### src/shared/wwdt_pkg.sv
/*
 * Package for the windowed watchdog: register offsets, field positions,
 * reset values and the feed sequence.
 * Assumes an APB slave with 32-bit data, one aligned word per register.
 */
package wwdt_pkg;
    // ==========================================================
    // Register byte offsets
    localparam logic [7:0] ADDR_MODE = 8'h00;
    localparam logic [7:0] ADDR_TC = 8'h04;
    localparam logic [7:0] ADDR_FEED = 8'h08;
    localparam logic [7:0] ADDR_TV = 8'h0c;
    localparam logic [7:0] ADDR_CLKSEL = 8'h10;
    localparam logic [7:0] ADDR_WARN = 8'h14;
    localparam logic [7:0] ADDR_WINDOW = 8'h18;
    localparam logic [7:0] ADDR_STATUS = 8'h1c;
    localparam logic [7:0] ADDR_MASK = 8'h20;
    // ==========================================================
    // Mode register bit positions
    localparam int MODE_EN_BIT = 0;
    localparam int MODE_RESET_BIT = 1;
    localparam int MODE_RCAUSE_BIT = 2;
    localparam int MODE_WINDOW_BIT = 3;
    // Status register bit positions
    localparam int ST_TIMEOUT_BIT = 0;
    localparam int ST_WARN_BIT = 1;
    localparam int ST_BADFEED_BIT = 2;
    localparam int ST_EARLY_BIT = 3;
    localparam int ST_WIDTH = 4;
    // ==========================================================
    // Reset values and limits
    localparam logic [23:0] TC_RESET = 24'h0000ff;
    localparam logic [23:0] TC_MIN = 24'h0000ff;
    localparam logic [23:0] WINDOW_RESET = 24'hffffff;
    localparam logic [9:0] WARN_RESET = 10'h000;
    localparam logic [1:0] PRESCALE_LAST = 2'h3;
    // Feed sequence bytes
    localparam logic [7:0] FEED_FIRST = 8'haa;
    localparam logic [7:0] FEED_SECOND = 8'h55;
endpackage : wwdt_pkg

### src/hw/wwdt_top.sv
/*
 * Windowed watchdog timer with APB register access.
 * Assumes: both oscillator inputs are slow square waves from other
 * clock domains, synchronised here, the selected one edge-detected on pclk;
 * chip_reset_req is held by the chip's reset logic, which then asserts
 * presetn; wdt_reset_seen is a level from the always-on reset logic,
 * also from another domain and synchronised here.
 */
`timescale 1ns/100ps
module wwdt_top
(
    input wire logic pclk,
    input wire logic presetn,
    input wire logic psel,
    input wire logic penable,
    input wire logic pwrite,
    input wire logic [7:0] paddr,
    input wire logic [31:0] pwdata,
    output logic [31:0] prdata,
    output logic pready,
    output logic pslverr,
    input wire logic internal_rc_oscillator,
    input wire logic dedicated_watchdog_oscillator,
    input wire logic wdt_reset_seen,
    output logic chip_reset_req,
    output logic irq
);
    // ==========================================================
    // Oscillator synchronisers and count-edge detect
    logic [1:0] irc_sync_r;
    logic [1:0] wdo_sync_r;
    logic clk_sel_r;
    logic cnt_clk_prev_r;
    logic watchdog_count_clock;
    logic count_tick;

    // Two flops each; only the second stage is read
    always_ff @(posedge pclk or negedge presetn)
    begin
        if (!presetn)
        begin
            irc_sync_r <= 2'h0;
            wdo_sync_r <= 2'h0;
        end
        else
        begin
            irc_sync_r <= {irc_sync_r[0], internal_rc_oscillator};
            wdo_sync_r <= {wdo_sync_r[0], dedicated_watchdog_oscillator};
        end
    end

    // Reset-cause level arrives from the always-on domain; two flops
    // before the flag reads it, like the oscillators
    logic [1:0] seen_sync_r;
    always_ff @(posedge pclk or negedge presetn)
    begin
        if (!presetn)
            seen_sync_r <= 2'h0;
        else
            seen_sync_r <= {seen_sync_r[0], wdt_reset_seen};
    end

    // Source mux after synchronising, so a switch cannot glitch a flop
    assign watchdog_count_clock = clk_sel_r ? wdo_sync_r[1]
                                            : irc_sync_r[1];

    always_ff @(posedge pclk or negedge presetn)
    begin
        if (!presetn)
            cnt_clk_prev_r <= 1'b0;
        else
            cnt_clk_prev_r <= watchdog_count_clock;
    end

    // Rising edge of the chosen, synchronised counting clock
    assign count_tick = watchdog_count_clock & ~cnt_clk_prev_r;

    // ==========================================================
    // APB decode
    localparam int ST_W = wwdt_pkg::ST_WIDTH;
    logic wr_en;
    logic en_r;
    logic reset_mode_r;
    logic window_mode_r;
    logic rcause_r;
    logic [23:0] tc_r;
    logic [23:0] cnt_r;
    logic [1:0] presc_r;
    logic [9:0] warn_r;
    logic [23:0] window_r;
    logic [ST_W-1:0] status_r;
    logic [ST_W-1:0] mask_r;
    logic feed_armed_r;
    logic feed_ok;
    logic feed_bad;
    logic feed_early;
    logic timeout_ev;
    logic warn_ev;
    logic [ST_W-1:0] events;
    logic any_fault;

    assign wr_en = psel & penable & pwrite;

    // Write strobe of one register; mode, feed, status and mask decode it this way
    function automatic logic reg_wr(input logic we, input logic [7:0] a,
        input logic [7:0] offs);
        reg_wr = we && a == offs;
    endfunction : reg_wr
    // Zero wait states; unmapped offsets read zero with no error
    assign pready = 1'b1;
    assign pslverr = 1'b0;

    // ==========================================================
    // Mode register: writes only set enable and reset mode; a fault in interrupt response clears enable
    always_ff @(posedge pclk or negedge presetn)
    begin
        if (!presetn)
        begin
            en_r <= 1'b0;
            reset_mode_r <= 1'b0;
            window_mode_r <= 1'b0;
        end
        else if (any_fault && !reset_mode_r)
            en_r <= 1'b0; // Fault in interrupt response ends the watchdog
        else if (reg_wr(wr_en, paddr, wwdt_pkg::ADDR_MODE))
        begin
            en_r <= en_r | pwdata[wwdt_pkg::MODE_EN_BIT];
            reset_mode_r <= reset_mode_r
                            | pwdata[wwdt_pkg::MODE_RESET_BIT];
            window_mode_r <= pwdata[wwdt_pkg::MODE_WINDOW_BIT];
        end
    end

    // Reset-cause flag caught after release; software writes 1 to clear
    always_ff @(posedge pclk or negedge presetn)
    begin
        if (!presetn)
            rcause_r <= 1'b0;
        else if (seen_sync_r[1])
            rcause_r <= 1'b1;
        else if (reg_wr(wr_en, paddr, wwdt_pkg::ADDR_MODE)
                 && pwdata[wwdt_pkg::MODE_RCAUSE_BIT])
            rcause_r <= 1'b0;
    end

    // Timing constants; time-out below 255 counts is raised to it
    always_ff @(posedge pclk or negedge presetn)
    begin
        if (!presetn)
        begin
            tc_r <= wwdt_pkg::TC_RESET;
            warn_r <= wwdt_pkg::WARN_RESET;
            window_r <= wwdt_pkg::WINDOW_RESET;
            clk_sel_r <= 1'b0;
        end
        else if (wr_en)
        begin
            if (paddr == wwdt_pkg::ADDR_TC)
                tc_r <= (pwdata[23:0] < wwdt_pkg::TC_MIN)
                        ? wwdt_pkg::TC_MIN : pwdata[23:0];
            if (paddr == wwdt_pkg::ADDR_WARN)
                warn_r <= pwdata[9:0];
            if (paddr == wwdt_pkg::ADDR_WINDOW)
                window_r <= pwdata[23:0];
            if (paddr == wwdt_pkg::ADDR_CLKSEL && !en_r)
                clk_sel_r <= pwdata[0]; // Locked once running
        end
    end

    // ==========================================================
    // Feed sequence: first byte arms, second byte completes
    logic feed_wr;
    assign feed_wr = reg_wr(wr_en, paddr, wwdt_pkg::ADDR_FEED);
    assign feed_ok = feed_wr && feed_armed_r
                     && pwdata[7:0] == wwdt_pkg::FEED_SECOND;
    // Anything else to the feed register while armed breaks the sequence
    assign feed_bad = en_r && feed_wr && feed_armed_r
                      && pwdata[7:0] != wwdt_pkg::FEED_SECOND;
    assign feed_early = en_r && feed_ok && window_mode_r
                        && cnt_r > window_r;

    // Armed after the first byte; any further feed write disarms
    always_ff @(posedge pclk or negedge presetn)
    begin
        if (!presetn)
            feed_armed_r <= 1'b0;
        else if (feed_wr)
            feed_armed_r <= !feed_armed_r
                            && pwdata[7:0] == wwdt_pkg::FEED_FIRST;
    end

    // ==========================================================
    // Prescaler and 24-bit down-counter
    always_ff @(posedge pclk or negedge presetn)
    begin
        if (!presetn)
        begin
            presc_r <= 2'h0;
            cnt_r <= wwdt_pkg::TC_RESET;
        end
        else if (feed_ok && !feed_early)
        begin
            presc_r <= 2'h0;
            cnt_r <= tc_r;
        end
        else if (en_r && count_tick)
        begin
            presc_r <= presc_r + 2'h1; // Four counting clocks a count
            if (presc_r == wwdt_pkg::PRESCALE_LAST && cnt_r != 24'h000000)
                cnt_r <= cnt_r - 24'h000001;
        end
    end

    // Events last one pclk, on the fourth tick of the prescaler
    assign timeout_ev = en_r && count_tick && cnt_r == 24'h000000
                        && presc_r == wwdt_pkg::PRESCALE_LAST;
    assign warn_ev = en_r && count_tick && warn_r != 10'h000
                     && presc_r == wwdt_pkg::PRESCALE_LAST
                     && cnt_r == {14'h0000, warn_r};
    assign any_fault = timeout_ev | feed_bad | feed_early;

    // ==========================================================
    // Sticky status, write one to clear; set beats clear
    always_comb
    begin
        events = '0;
        events[wwdt_pkg::ST_TIMEOUT_BIT] = timeout_ev;
        events[wwdt_pkg::ST_WARN_BIT] = warn_ev;
        events[wwdt_pkg::ST_BADFEED_BIT] = feed_bad;
        events[wwdt_pkg::ST_EARLY_BIT] = feed_early;
    end

    always_ff @(posedge pclk or negedge presetn)
    begin
        if (!presetn)
            status_r <= '0;
        else if (reg_wr(wr_en, paddr, wwdt_pkg::ADDR_STATUS))
            status_r <= (status_r & ~pwdata[ST_W-1:0]) | events;
        else
            status_r <= status_r | events;
    end

    always_ff @(posedge pclk or negedge presetn)
    begin
        if (!presetn)
            mask_r <= '0;
        else if (reg_wr(wr_en, paddr, wwdt_pkg::ADDR_MASK))
            mask_r <= pwdata[ST_W-1:0];
    end

    // Level interrupt from any unmasked status bit, one pclk behind
    // the status flop; faults in reset response show here as well
    always_ff @(posedge pclk or negedge presetn)
    begin
        if (!presetn)
            irq <= 1'b0;
        else
            irq <= |(status_r & mask_r);
    end

    // Chip reset request holds until the chip's reset clears us
    always_ff @(posedge pclk or negedge presetn)
    begin
        if (!presetn)
            chip_reset_req <= 1'b0;
        else if (any_fault && reset_mode_r)
            chip_reset_req <= 1'b1;
    end

    // ==========================================================
    // Read data, registered in the setup cycle for the access phase
    always_ff @(posedge pclk or negedge presetn)
    begin
        if (!presetn)
            prdata <= 32'h00000000;
        else if (psel && !penable && !pwrite)
        begin
            unique case (paddr)
                wwdt_pkg::ADDR_MODE: prdata <= {28'h0000000, window_mode_r,
                    rcause_r, reset_mode_r, en_r};
                wwdt_pkg::ADDR_TC: prdata <= {8'h00, tc_r};
                wwdt_pkg::ADDR_TV: prdata <= {8'h00, cnt_r};
                wwdt_pkg::ADDR_CLKSEL: prdata <= {31'h00000000, clk_sel_r};
                wwdt_pkg::ADDR_WARN: prdata <= {22'h000000, warn_r};
                wwdt_pkg::ADDR_WINDOW: prdata <= {8'h00, window_r};
                wwdt_pkg::ADDR_STATUS: prdata <= {28'h0000000, status_r};
                wwdt_pkg::ADDR_MASK: prdata <= {28'h0000000, mask_r};
                default: prdata <= 32'h00000000;
            endcase
        end
    end
endmodule : wwdt_top

### config.mk
export PLATFORM = sky130hd
export DESIGN_NAME = wwdt_top
export DESIGN_NICKNAME = d
export VERILOG_FILES = /design/src/shared/wwdt_pkg.sv /design/src/hw/wwdt_top.sv
export SDC_FILE = /design/constraint.sdc
export NUM_CORES = 1
export LEC_CHECK = 0
export BUFFER_PORTS_ARGS = -buffer_cell sky130_fd_sc_hd__buf_2
export CAP_MARGIN = 20
export CORE_ASPECT_RATIO = 1.25
export CORE_MARGIN = 1
export CORE_UTILIZATION = 30
export CTS_CLUSTER_SIZE = 25
export DETAILED_ROUTE_END_ITERATION = 10
export PLACE_DENSITY_LB_ADDON = 0.05
export SLEW_MARGIN = 30
export SYNTH_ARGS = -nofsm -noshare
export SYNTH_HDL_FRONTEND = slang
export SYNTH_SLANG_ARGS = --single-unit
### constraint.sdc
create_clock -name pclk -period 3.9 [get_ports pclk]
set_clock_uncertainty 0.15 [all_clocks]
set_input_delay 0.195 -clock pclk [delete_from_list [all_inputs] [get_ports pclk]]
set_output_delay 0.195 -clock pclk [all_outputs]
set_load 0.02 [all_outputs]
==> flow_summary.rst, run 1 <==
.. list-table::
   :header-rows: 1

   * - Metric
     - Value
   * - Number of violations reported at the end of detailed-routing iteration 0
     - between 300 and 400
   * - Pre-Repair DR Iteration Count
     - 5
   * - Slew of the pin with the lowest slew margin
     - 891 ps
   * - Total leakage power
     - between 0.003 and 0.004 µW
   * - Distinct cells, synth
     - 64
   * - WL final
     - between 20 and 25 mm
   * - Post-synthesis mux area share
     - around an eighth
   * - Number of clock sinks
     - 131
   * - Hold violation total from the final report
     - 0
   * - Syn_area_per_cell
     - around 11 µm²
   * - Required time at the worst-slack endpoint
     - just over 4000 ps
   * - Io pins
     - 84
   * - Worst stage delay on the critical path
     - roughly 590 ps
   * - Async S/R FF share, synth
     - 100%
   * - Critical path class
     - flip-flop to flip-flop
   * - Cell-by-cell listing of the critical path
     - inv_1, ha_1, nand4_1, nor4_1, o31ai_1, nand3_1, a21o_1, buf_4, mux2_2
   * - Clock tree from TritonCTS
     - done
   * - Fraction of synthesized cell area in xor and xnor cells
     - 3.82%
   * - Starting Density
     - a little under a third
   * - Relative slew slack
     - between 40% and 50%
   * - Core area
     - 23,100 µm²
   * - Detail Placement HPWL
     - between 15 and 20 mm
   * - Number of buffers on the longest clock path
     - 2
   * - First-pass GRT wire length
     - roughly 35 mm
   * - Total number of vias
     - ~5,500
   * - Via count of the first global-routing pass
     - between 5,000 and 6,000
   * - Fraction of final layout cells sized beyond drive strength 1
     - a little under a third
   * - Arrival time worst endpoint
     - between 3000 and 4000 ps
   * - Routed wirelength normalized by instance count
     - roughly 21 µm
   * - Largest family of logic cells by synthesized area
     - simple AND/OR/NAND/NOR gates
   * - Count of flip-flops with a built-in enable after synthesis
     - 0
   * - Worst hold-check path type
     - primary input to flip-flop
   * - Synthesized-area fraction occupied by ao, oa, aoi and oai cells
     - 12.8%
   * - Number of CTS-inserted buffers
     - 17
   * - Footprint of the flip-flops and latches
     - 3330 µm²
   * - Pins Over Slew Limit
     - 0
   * - All-Layer GR Usage
     - between 10% and 20%
   * - Initial antenna violation count
     - 0
   * - Cell family with the largest share of critical-path delay
     - simple AND/OR/NAND/NOR gates
   * - Slack of the worst reg-to-reg path
     - 780 ps
   * - Reg2reg path depth
     - 9
   * - Final setup vio count
     - 0
   * - Fmax
     - about 320 MHz
   * - Root buf cell
     - sky130_fd_sc_hd__clkbuf_16
   * - Area growth syn-to-layout
     - 22.0%
   * - Setup TNS
     - 0 ps
   * - Total DRC errors in the routed layout
     - 0
   * - Max Cap Viol
     - 0
   * - Synthesized flop and latch total
     - about 130
   * - Vert. Die Dim
     - roughly 170 µm
   * - Global-route congestion overflow total
     - 0
   * - Worst-Skew Late Latency
     - 420 ps
   * - RSZ-0062 raised after global routing
     - no
   * - Critical path depth
     - 9
   * - Antenna diode count
     - 0
   * - Reg2reg end
     - cnt_r[15]
   * - Std cell rows
     - 62
   * - Power consumption
     - about 4500 µW
   * - Die outline width
     - between 100 and 150 µm
   * - Run status
     - finished clean
   * - Net count, final
     - about 820
   * - Layout fillers
     - approximately 2,400
   * - Share of the cycle needed by the critical path after routing
     - about four fifths
   * - Yosys Warn Count
     - 0
   * - Critical Path Fanout Max
     - 14
   * - Post-route minimum period
     - 3120 ps
   * - End point of the critical path
     - cnt_r[15]
   * - Nature of the critical path startpoint
     - flip-flop
   * - Register clock-pin slew on the reported worst setup and hold paths
     - 70 ps
   * - Maximum number of pins on one net before global-route repair
     - 86
   * - Type of element capturing the critical path
     - flip-flop
   * - Post-DRT Antenna Nets
     - 0
   * - Post-synth top flop
     - sky130_fd_sc_hd__dfrtp_1
   * - Bufs and invs on worst path
     - 2
   * - Power per Cell Area
     - approximately 520 nW/µm²
   * - Critical path origin
     - window_r[19]
   * - R2R Path Start
     - window_r[19]
   * - Area occupied by multi-input gates
     - approximately 3500 µm²
   * - Sequential share of the synthesized area
     - 46.8%
   * - Adder-cell area share of the yosys netlist
     - between 4 and 5%
   * - I/O Buffers
     - 65
   * - Share of synthesized cell area in and, or, nand and nor gates
     - ~14%
   * - Crit-path slowest cell
     - sky130_fd_sc_hd__nor4_1
   * - Vias per Instance
     - between 5 and 6
   * - Gate count of the mapped netlist
     - about 650
   * - Peak supply drop
     - 0.293 mV
   * - Cell area after synthesis
     - between 7000 and 8000 µm²
   * - RD Place Congestion
     - 0.832
   * - Floorplan die area
     - between 20,000 and 25,000 µm²
   * - Number of cells upsized or downsized after cts
     - 0
   * - H-tree levels
     - 4
[sequential cells by signal, indices dropped and copies added, names as in the netlist, 2 cells and up]
signal       count
cnt_r           24
prdata          24
tc_r            24
window_r        24
warn_r          10
mask_r           4
status_r         4
irc_sync_r       2
presc_r          2
seen_sync_r      2
wdo_sync_r       2
[layer usage]
layer	vias up	GRT usage (%)	wire (µm)
met5	-	0	0
met4	0	7.46	528
met3	30	3.20	539
met2	115	34.0	11500
met1	2804	23.5	9840
li1	2578	-	-
[tightest hold or removal path: stages]
cell                      delay, ps
sky130_fd_sc_hd__buf_2          110
sky130_fd_sc_hd__or4b_4         160
sky130_fd_sc_hd__or3_4          160
sky130_fd_sc_hd__o21ai_1         60
sky130_fd_sc_hd__nand2_1         50
[cells in the mapped netlist (3+ instances only)]
cell	n	area [µm²]
sky130_fd_sc_hd__a222oi_1	6	60.1
sky130_fd_sc_hd__nor3_1	18	90.1
sky130_fd_sc_hd__nor4_1	14	87.6
sky130_fd_sc_hd__clkbuf_1	18	67.6
sky130_fd_sc_hd__a22oi_1	15	113
sky130_fd_sc_hd__mux2_2	61	687
sky130_fd_sc_hd__xor2_1	9	78.8
sky130_fd_sc_hd__xnor2_1	22	193
sky130_fd_sc_hd__inv_1	35	131
sky130_fd_sc_hd__buf_2	7	35.0
sky130_fd_sc_hd__nand3_2	4	40.0
sky130_fd_sc_hd__a21oi_1	11	55.1
sky130_fd_sc_hd__dfrtp_1	91	2280
sky130_fd_sc_hd__a221oi_1	4	35.0
sky130_fd_sc_hd__a31oi_1	5	31.3
sky130_fd_sc_hd__buf_4	10	75.1
sky130_fd_sc_hd__dfstp_2	40	1050
sky130_fd_sc_hd__a221o_1	11	110
sky130_fd_sc_hd__o22a_1	8	70.1
sky130_fd_sc_hd__nor2_1	31	116
sky130_fd_sc_hd__nand3_1	18	90.1
sky130_fd_sc_hd__nand4b_1	5	43.8
sky130_fd_sc_hd__nand3b_1	5	37.5
sky130_fd_sc_hd__a22o_1	21	184
sky130_fd_sc_hd__mux2i_1	7	70.1
sky130_fd_sc_hd__o21ai_1	7	35.0
sky130_fd_sc_hd__mux2_1	8	90.1
sky130_fd_sc_hd__nand4_1	8	50.1
sky130_fd_sc_hd__buf_6	3	33.8
sky130_fd_sc_hd__nand2_1	51	191
sky130_fd_sc_hd__or4_1	3	22.5
sky130_fd_sc_hd__o21ai_0	19	95.1
sky130_fd_sc_hd__o31ai_1	4	30.0
sky130_fd_sc_hd__ha_1	27	338
[metrics by stage]
step           cells  hold WS, ps  setup slack (ps)  area, µm²  util, %
6_report        1050          192               777       8670     37.5
5_1_grt         1050          189               600       8670     37.5
4_1_cts         1050          174               799       8670     37.5
3_5_place_dp     990          154               827       7780     33.7
3_3_place_gp     990          156               895       7780     33.7
2_1_floorplan    654         -251              1150       7130        -
[power breakdown]
group | internal (µW) | switching, µW
Combinational | 493 | 648
Sequential | 1500 | 190
Clock | 1010 | 660
Total | 3010 | 1500
[what timing repair did]
action | in CTS | in global routing
hold buffers | 28 | 0
buffers inserted | 0 | 0
endpoints found under the hold margin | 118 | 0
[how the worst min path moves through the flow]
stage                     slack (ps)              to  depth (start not counted)                           from
final                            190     status_r[3]                          5                       paddr[0]
after detailed placement         150   wdo_sync_r[0]                          1  dedicated_watchdog_oscillator
after global routing             190     status_r[3]                          5                       paddr[0]
after floorplan                 -250  chip_reset_req                          0                        presetn
after CTS                        170     status_r[2]                          5                         pwrite
after global placement           160   irc_sync_r[0]                          1         internal_rc_oscillator
[cells by family (layout without fill, tap and decap cells)]
kind of cell | count (synthesis) | after routing
AOI/OAI and AO/OA | 121 | 121
other | 2 | 10
buffers and inverters | 73 | 181
xor gates and xnor gates | 31 | 31
DFF | 131 | 131
muxes | 79 | 79
adders and majority gates | 27 | 27
and+or+nand+nor | 182 | 182
[cell type report]
type | count | share of cell area, %
clock inverter | 14 | 2.03
timing repair buffer | 114 | 8.88
tap | 288 | 4.16
sequential | 131 | 38.4
inverter | 35 | 1.52
clock buffer | 18 | 4.95
multi-input combinational | 450 | 40.1
[cells in the final DEF (no fill, tap or decap), types with 7 or more instances in the layout]
cell type / n
sky130_fd_sc_hd__a21oi_1: 11
sky130_fd_sc_hd__dfrtp_1: 91
sky130_fd_sc_hd__mux2_2: 61
sky130_fd_sc_hd__nand4_1: 8
sky130_fd_sc_hd__a22o_1: 21
sky130_fd_sc_hd__nor2_1: 29
sky130_fd_sc_hd__clkbuf_16: 17
sky130_fd_sc_hd__nor4_1: 13
sky130_fd_sc_hd__buf_4: 21
sky130_fd_sc_hd__o22a_1: 8
sky130_fd_sc_hd__xnor2_1: 22
sky130_fd_sc_hd__conb_1: 10
sky130_fd_sc_hd__a221o_1: 11
sky130_fd_sc_hd__xor2_1: 9
sky130_fd_sc_hd__buf_2: 64
sky130_fd_sc_hd__mux2_1: 8
sky130_fd_sc_hd__inv_1: 35
sky130_fd_sc_hd__mux2i_1: 7
sky130_fd_sc_hd__o21ai_0: 19
sky130_fd_sc_hd__dfstp_2: 40
sky130_fd_sc_hd__dlygate4sd3_1: 28
sky130_fd_sc_hd__nor3_1: 18
sky130_fd_sc_hd__o21ai_1: 7
sky130_fd_sc_hd__nand2_1: 51
sky130_fd_sc_hd__nand3_1: 18
sky130_fd_sc_hd__a22oi_1: 15
sky130_fd_sc_hd__ha_1: 27
Power figures use the tool's default switching activity.
==> run 2, diff against run 1 <==
- ABC_AREA: not set -> 1
- clock period: 3.9 -> 2.72 ns (I/O delays scaled with it)
==> run 2 against run 1 <==
  * Power rose by 4.2%
  * Combinational power fell by 71%
  * Wire length rose by 5.1%
  * Non-clock buffer count rose by 6
  * Area after synthesis rose by 4.7%
  * Fmax rose by 23%
  * Via count rose by 17%
  * Sequential share of layout area fell by 1.8 points
  * Worst setup slack got worse by 600 ps
  * Register-to-register slack got worse by 600 ps
  * Utilization fell by 0.28 points
==> flow_summary.rst, run 2 <==
.. list-table::
   :header-rows: 1

   * - Metric
     - Value
   * - Most common cell after layout, fill and taps aside
     - sky130_fd_sc_hd__nand2_1
   * - Pins Over Slew Limit
     - 0 (unchanged)
   * - Critical path class
     - flip-flop to flip-flop
   * - Yosys Warn Count
     - 0 (unchanged)
   * - Final Non-Filler Cells
     - 1,389 (+32%)
   * - Fraction of final layout cells sized beyond drive strength 1
     - 17.9% (-14 points)
   * - Hold violation total from the final report
     - 0 (unchanged)
   * - Met3 wirelength from detailed routing
     - 478 µm (-11%)
   * - Synthesized flop and latch total
     - 131 (unchanged)
   * - WL final
     - 23.5 mm (+5.1%)
   * - Critical Path Fanout Max
     - 28 (+14)
   * - Register clock-pin slew on the reported worst setup and hold paths
     - 70 ps (about the same)
   * - Highest routed layer
     - met4
   * - Clock tree from TritonCTS
     - done
   * - Post-route minimum period
     - 2550 ps (-576 ps)
   * - RSZ-0062 raised after global routing
     - no
   * - Cell type contributing the most total cell area after synthesis
     - sky130_fd_sc_hd__dfrtp_1
   * - Slew of the pin with the lowest slew margin
     - 775 ps (-115 ps)
   * - Final setup vio count
     - 0 (unchanged)
   * - All-Layer GR Usage
     - 19.9% (+0.52 points)
   * - Number of clock sinks
     - 131 (unchanged)
   * - Root buf cell
     - sky130_fd_sc_hd__clkbuf_16
   * - Final instance area
     - 9090 µm² (+4.9%)
   * - Detail Placement HPWL
     - 17.3 mm (+7.3%)
   * - I/O Buffers
     - 65 (unchanged)
   * - Arrival time worst endpoint
     - 2720 ps (-560 ps)
   * - Fmax
     - 393 MHz (+23%)
   * - Power consumption
     - 4700 µW (+4.2%)
   * - Library cell appearing most often on the critical path
     - sky130_fd_sc_hd__nand2_1
   * - RD Place Congestion
     - 0.818 (-1.7%)
   * - Floorplan die area
     - 25,400 µm² (+4.6%)
   * - Number of cells on the worst hold path
     - 3 (-2)
   * - Area growth syn-to-layout
     - 22.2%
   * - Run status
     - finished clean
   * - Area occupied by multi-input gates
     - 3410 µm² (-1.8%)
   * - Top cell types by occurrence after synthesis
     - sky130_fd_sc_hd__nand2_1 (216), sky130_fd_sc_hd__inv_1 (115), sky130_fd_sc_hd__nand3_1 (93)
   * - Required time at the worst-slack endpoint
     - 2890 ps (-1170 ps)
   * - Global-route congestion overflow total
     - 0 (unchanged)
   * - Worst hold-check path type
     - primary input to flip-flop
   * - Total number of vias
     - 6,461 (+17%)
   * - Worst stage delay on the critical path
     - 530 ps (-60 ps)
   * - Async S/R FF share, synth
     - 100% (unchanged)
   * - Distinct cells, synth
     - 42 (-34%)
   * - Crit-path slowest cell
     - sky130_fd_sc_hd__dfstp_2
   * - Routed wirelength normalized by instance count
     - 16.9 µm (-21%)
   * - Vias per Instance
     - 4.65 (-12%)
   * - H-tree levels
     - 4 (unchanged)
   * - Relative slew slack
     - 48.0% (+7.4 points)
   * - Post-layout utilization of the core
     - 37.2% (-0.28 points)
   * - Starting Density
     - 30.5% (-0.28 points)
   * - Share of the cycle needed by the critical path after routing
     - 93.6% (+14 points)
   * - Power per Cell Area
     - 516 nW/µm² (-0.65%)
   * - Bufs and invs on worst path
     - 2 (unchanged)
   * - Number of placed instances, taps included
     - 1,327 (+34%)
   * - Total leakage power
     - 0.00425 µW (+9.6%)
   * - Syn_area_per_cell
     - 7.89 µm² (-28%)
   * - Post-route worst hold slack
     - 9.62 ps (-182 ps)
   * - Number of buffers on the longest clock path
     - 2 (unchanged)
   * - Count of flip-flops with a built-in enable after synthesis
     - 0 (unchanged)
   * - Post-CTS setup buffer count
     - 0 (unchanged)
   * - Std cell rows
     - 64 (+3.2%)
   * - Footprint of the flip-flops and latches
     - 3330 µm² (unchanged)
   * - Synth top area cells
     - sky130_fd_sc_hd__dfrtp_1 (31%), sky130_fd_sc_hd__dfstp_2 (14%), sky130_fd_sc_hd__nand2_1 (11%)
   * - Vert. Die Dim
     - 178 µm (+2.3%)
   * - Core area
     - 24,400 µm² (+5.7%)
   * - WL met2
     - 11.8 mm (+3.1%)
   * - Post-synth top flop
     - sky130_fd_sc_hd__dfrtp_1
   * - Sequential share of the synthesized area
     - 44.8% (-2.1 points)
   * - Proportion of netlist area held by the largest area contributor
     - 30.6% (-1.4 points)
   * - Cell area after synthesis
     - 7440 µm² (+4.7%)
   * - Initial antenna violation count
     - 0 (unchanged)
   * - Via count of the first global-routing pass
     - 6,505 (+13%)
   * - Maximum number of pins on one net before global-route repair
     - 73 (-15%)
   * - Antenna diode count
     - 0 (unchanged)
   * - Worst-Skew Late Latency
     - 430 ps (about the same)
   * - Max Cap Viol
     - 0 (unchanged)
   * - Net count, final
     - 1,121 (+36%)
   * - Count leader, synth
     - sky130_fd_sc_hd__nand2_1
   * - Number of violations reported at the end of detailed-routing iteration 0
     - 323 (+2.9%)
   * - Top library cells by usage in the layout, fill and taps aside
     - sky130_fd_sc_hd__nand2_1 (216), sky130_fd_sc_hd__inv_1 (115), sky130_fd_sc_hd__nand3_1 (93)
   * - Total DRC errors in the routed layout
     - 0 (unchanged)
   * - Pre-Repair DR Iteration Count
     - 5 (unchanged)
   * - Type of element capturing the critical path
     - flip-flop
   * - Peak supply drop
     - 0.434 mV (+48%)
   * - Nature of the critical path startpoint
     - flip-flop
   * - Cell-by-cell listing of the critical path
     - inv_1, ha_1, nand2_1, nor2_4, nand4_1, nor2_1, nand2_1, nand3_1, nand2_2, nand2_4, buf_12, nand2_1, o21ai_1, nand2_1
   * - First-pass GRT wire length
     - 37.3 mm (+7.0%)
   * - Number of CTS-inserted buffers
     - 17 (unchanged)
   * - Post-DRT Antenna Nets
     - 0 (unchanged)
   * - Routed metal-1 wire length
     - 10.7 mm (+8.8%)
   * - Gate count of the mapped netlist
     - 943 (+46%)
   * - Post-placement cell area
     - 8190 µm² (+5.2%)
   * - Reg2reg path depth
     - 14 (+5)
   * - Die outline width
     - 143 µm (+2.3%)
   * - Cell family with the largest share of critical-path delay
     - simple AND/OR/NAND/NOR gates
   * - Io pins
     - 84 (unchanged)
   * - Layout fillers
     - 2,610 (+9.8%)
   * - Critical path depth
     - 14 (+5)
## run 2: area by class of cell
| cell class | count | area share, % |
|---|---|---|
| Clock inverter | 14 | 1.69 |
| Inverter | 123 | 5.08 |
| Timing Repair Buffer | 120 | 9.70 |
| Sequential cell | 131 | 36.6 |
| Tap cell | 330 | 4.54 |
| Clock buffer | 18 | 4.83 |
| Multi-Input combinational cell | 653 | 37.5 |
## run 2: cells by family (layout without fill, tap and decap cells)
group	count (synthesis)	in the layout	synth area share [%]
AO/OA/AOI/OAI	163	163	12.3
XOR/XNOR	24	24	2.83
adder cells (fa/ha/maj)	27	27	4.54
buffers and inverters	167	275	9.86
flip-flops	131	131	44.8
other	2	10	0.101
AND/OR/NAND/NOR	429	429	25.6
## run 2: final timing paths
| kind | startpoint | slack (ps) | end |
|---|---|---|---|
| worst max-delay path | window_r[15] | 170 | cnt_r[16] |
| worst min-delay path | pwdata[2] | 10 | mask_r[2] |
| worst max register to register | window_r[15] | 170 | cnt_r[16] |
| worst min register to register | seen_sync_r[0] | 200 | seen_sync_r[1] |
| max in group asynchronous | presetn | 1490 | en_r |
| min in group asynchronous | presetn | 160 | prdata[10] |
## run 2: repair_timing
action	in CTS	in global routing
setup endpoints to repair	10	20
hold buffers	30	0
gates resized for setup	1	1
endpoints found under the hold margin	100	0
pin swaps	0	0
## run 2: stage by stage
stage	setup slack [ps]	TNS [ps]
after floorplan	661	0
after global placement	-1.45	-1.45
after detailed placement	3.08	0
after CTS	101	0
after global routing	3.70	0
final	174	0
## run 2: layer usage
metal	vias to the layer above	global-route usage [%]
li1	3285	-
met1	3041	25.2
met2	102	34.0
met3	33	2.74
met4	0	7.62
met5	-	0
## run 2: power breakdown
part | switching, µW | internal, µW
clock network | 968 | 1380
registers | 28.6 | 1990
logic | 211 | 115
## run 2: worst reg2reg max path, cell delays in order, from the launching register on
cell	delay (ps)
sky130_fd_sc_hd__dfstp_2	530
sky130_fd_sc_hd__inv_1	60
sky130_fd_sc_hd__ha_1	290
sky130_fd_sc_hd__nand2_1	110
sky130_fd_sc_hd__nor2_4	190
sky130_fd_sc_hd__nand4_1	150
sky130_fd_sc_hd__nor2_1	120
sky130_fd_sc_hd__nand2_1	70
sky130_fd_sc_hd__nand3_1	110
sky130_fd_sc_hd__nand2_2	120
sky130_fd_sc_hd__nand2_4	150
sky130_fd_sc_hd__buf_12	190
sky130_fd_sc_hd__nand2_1	70
sky130_fd_sc_hd__o21ai_1	70
sky130_fd_sc_hd__nand2_1	50
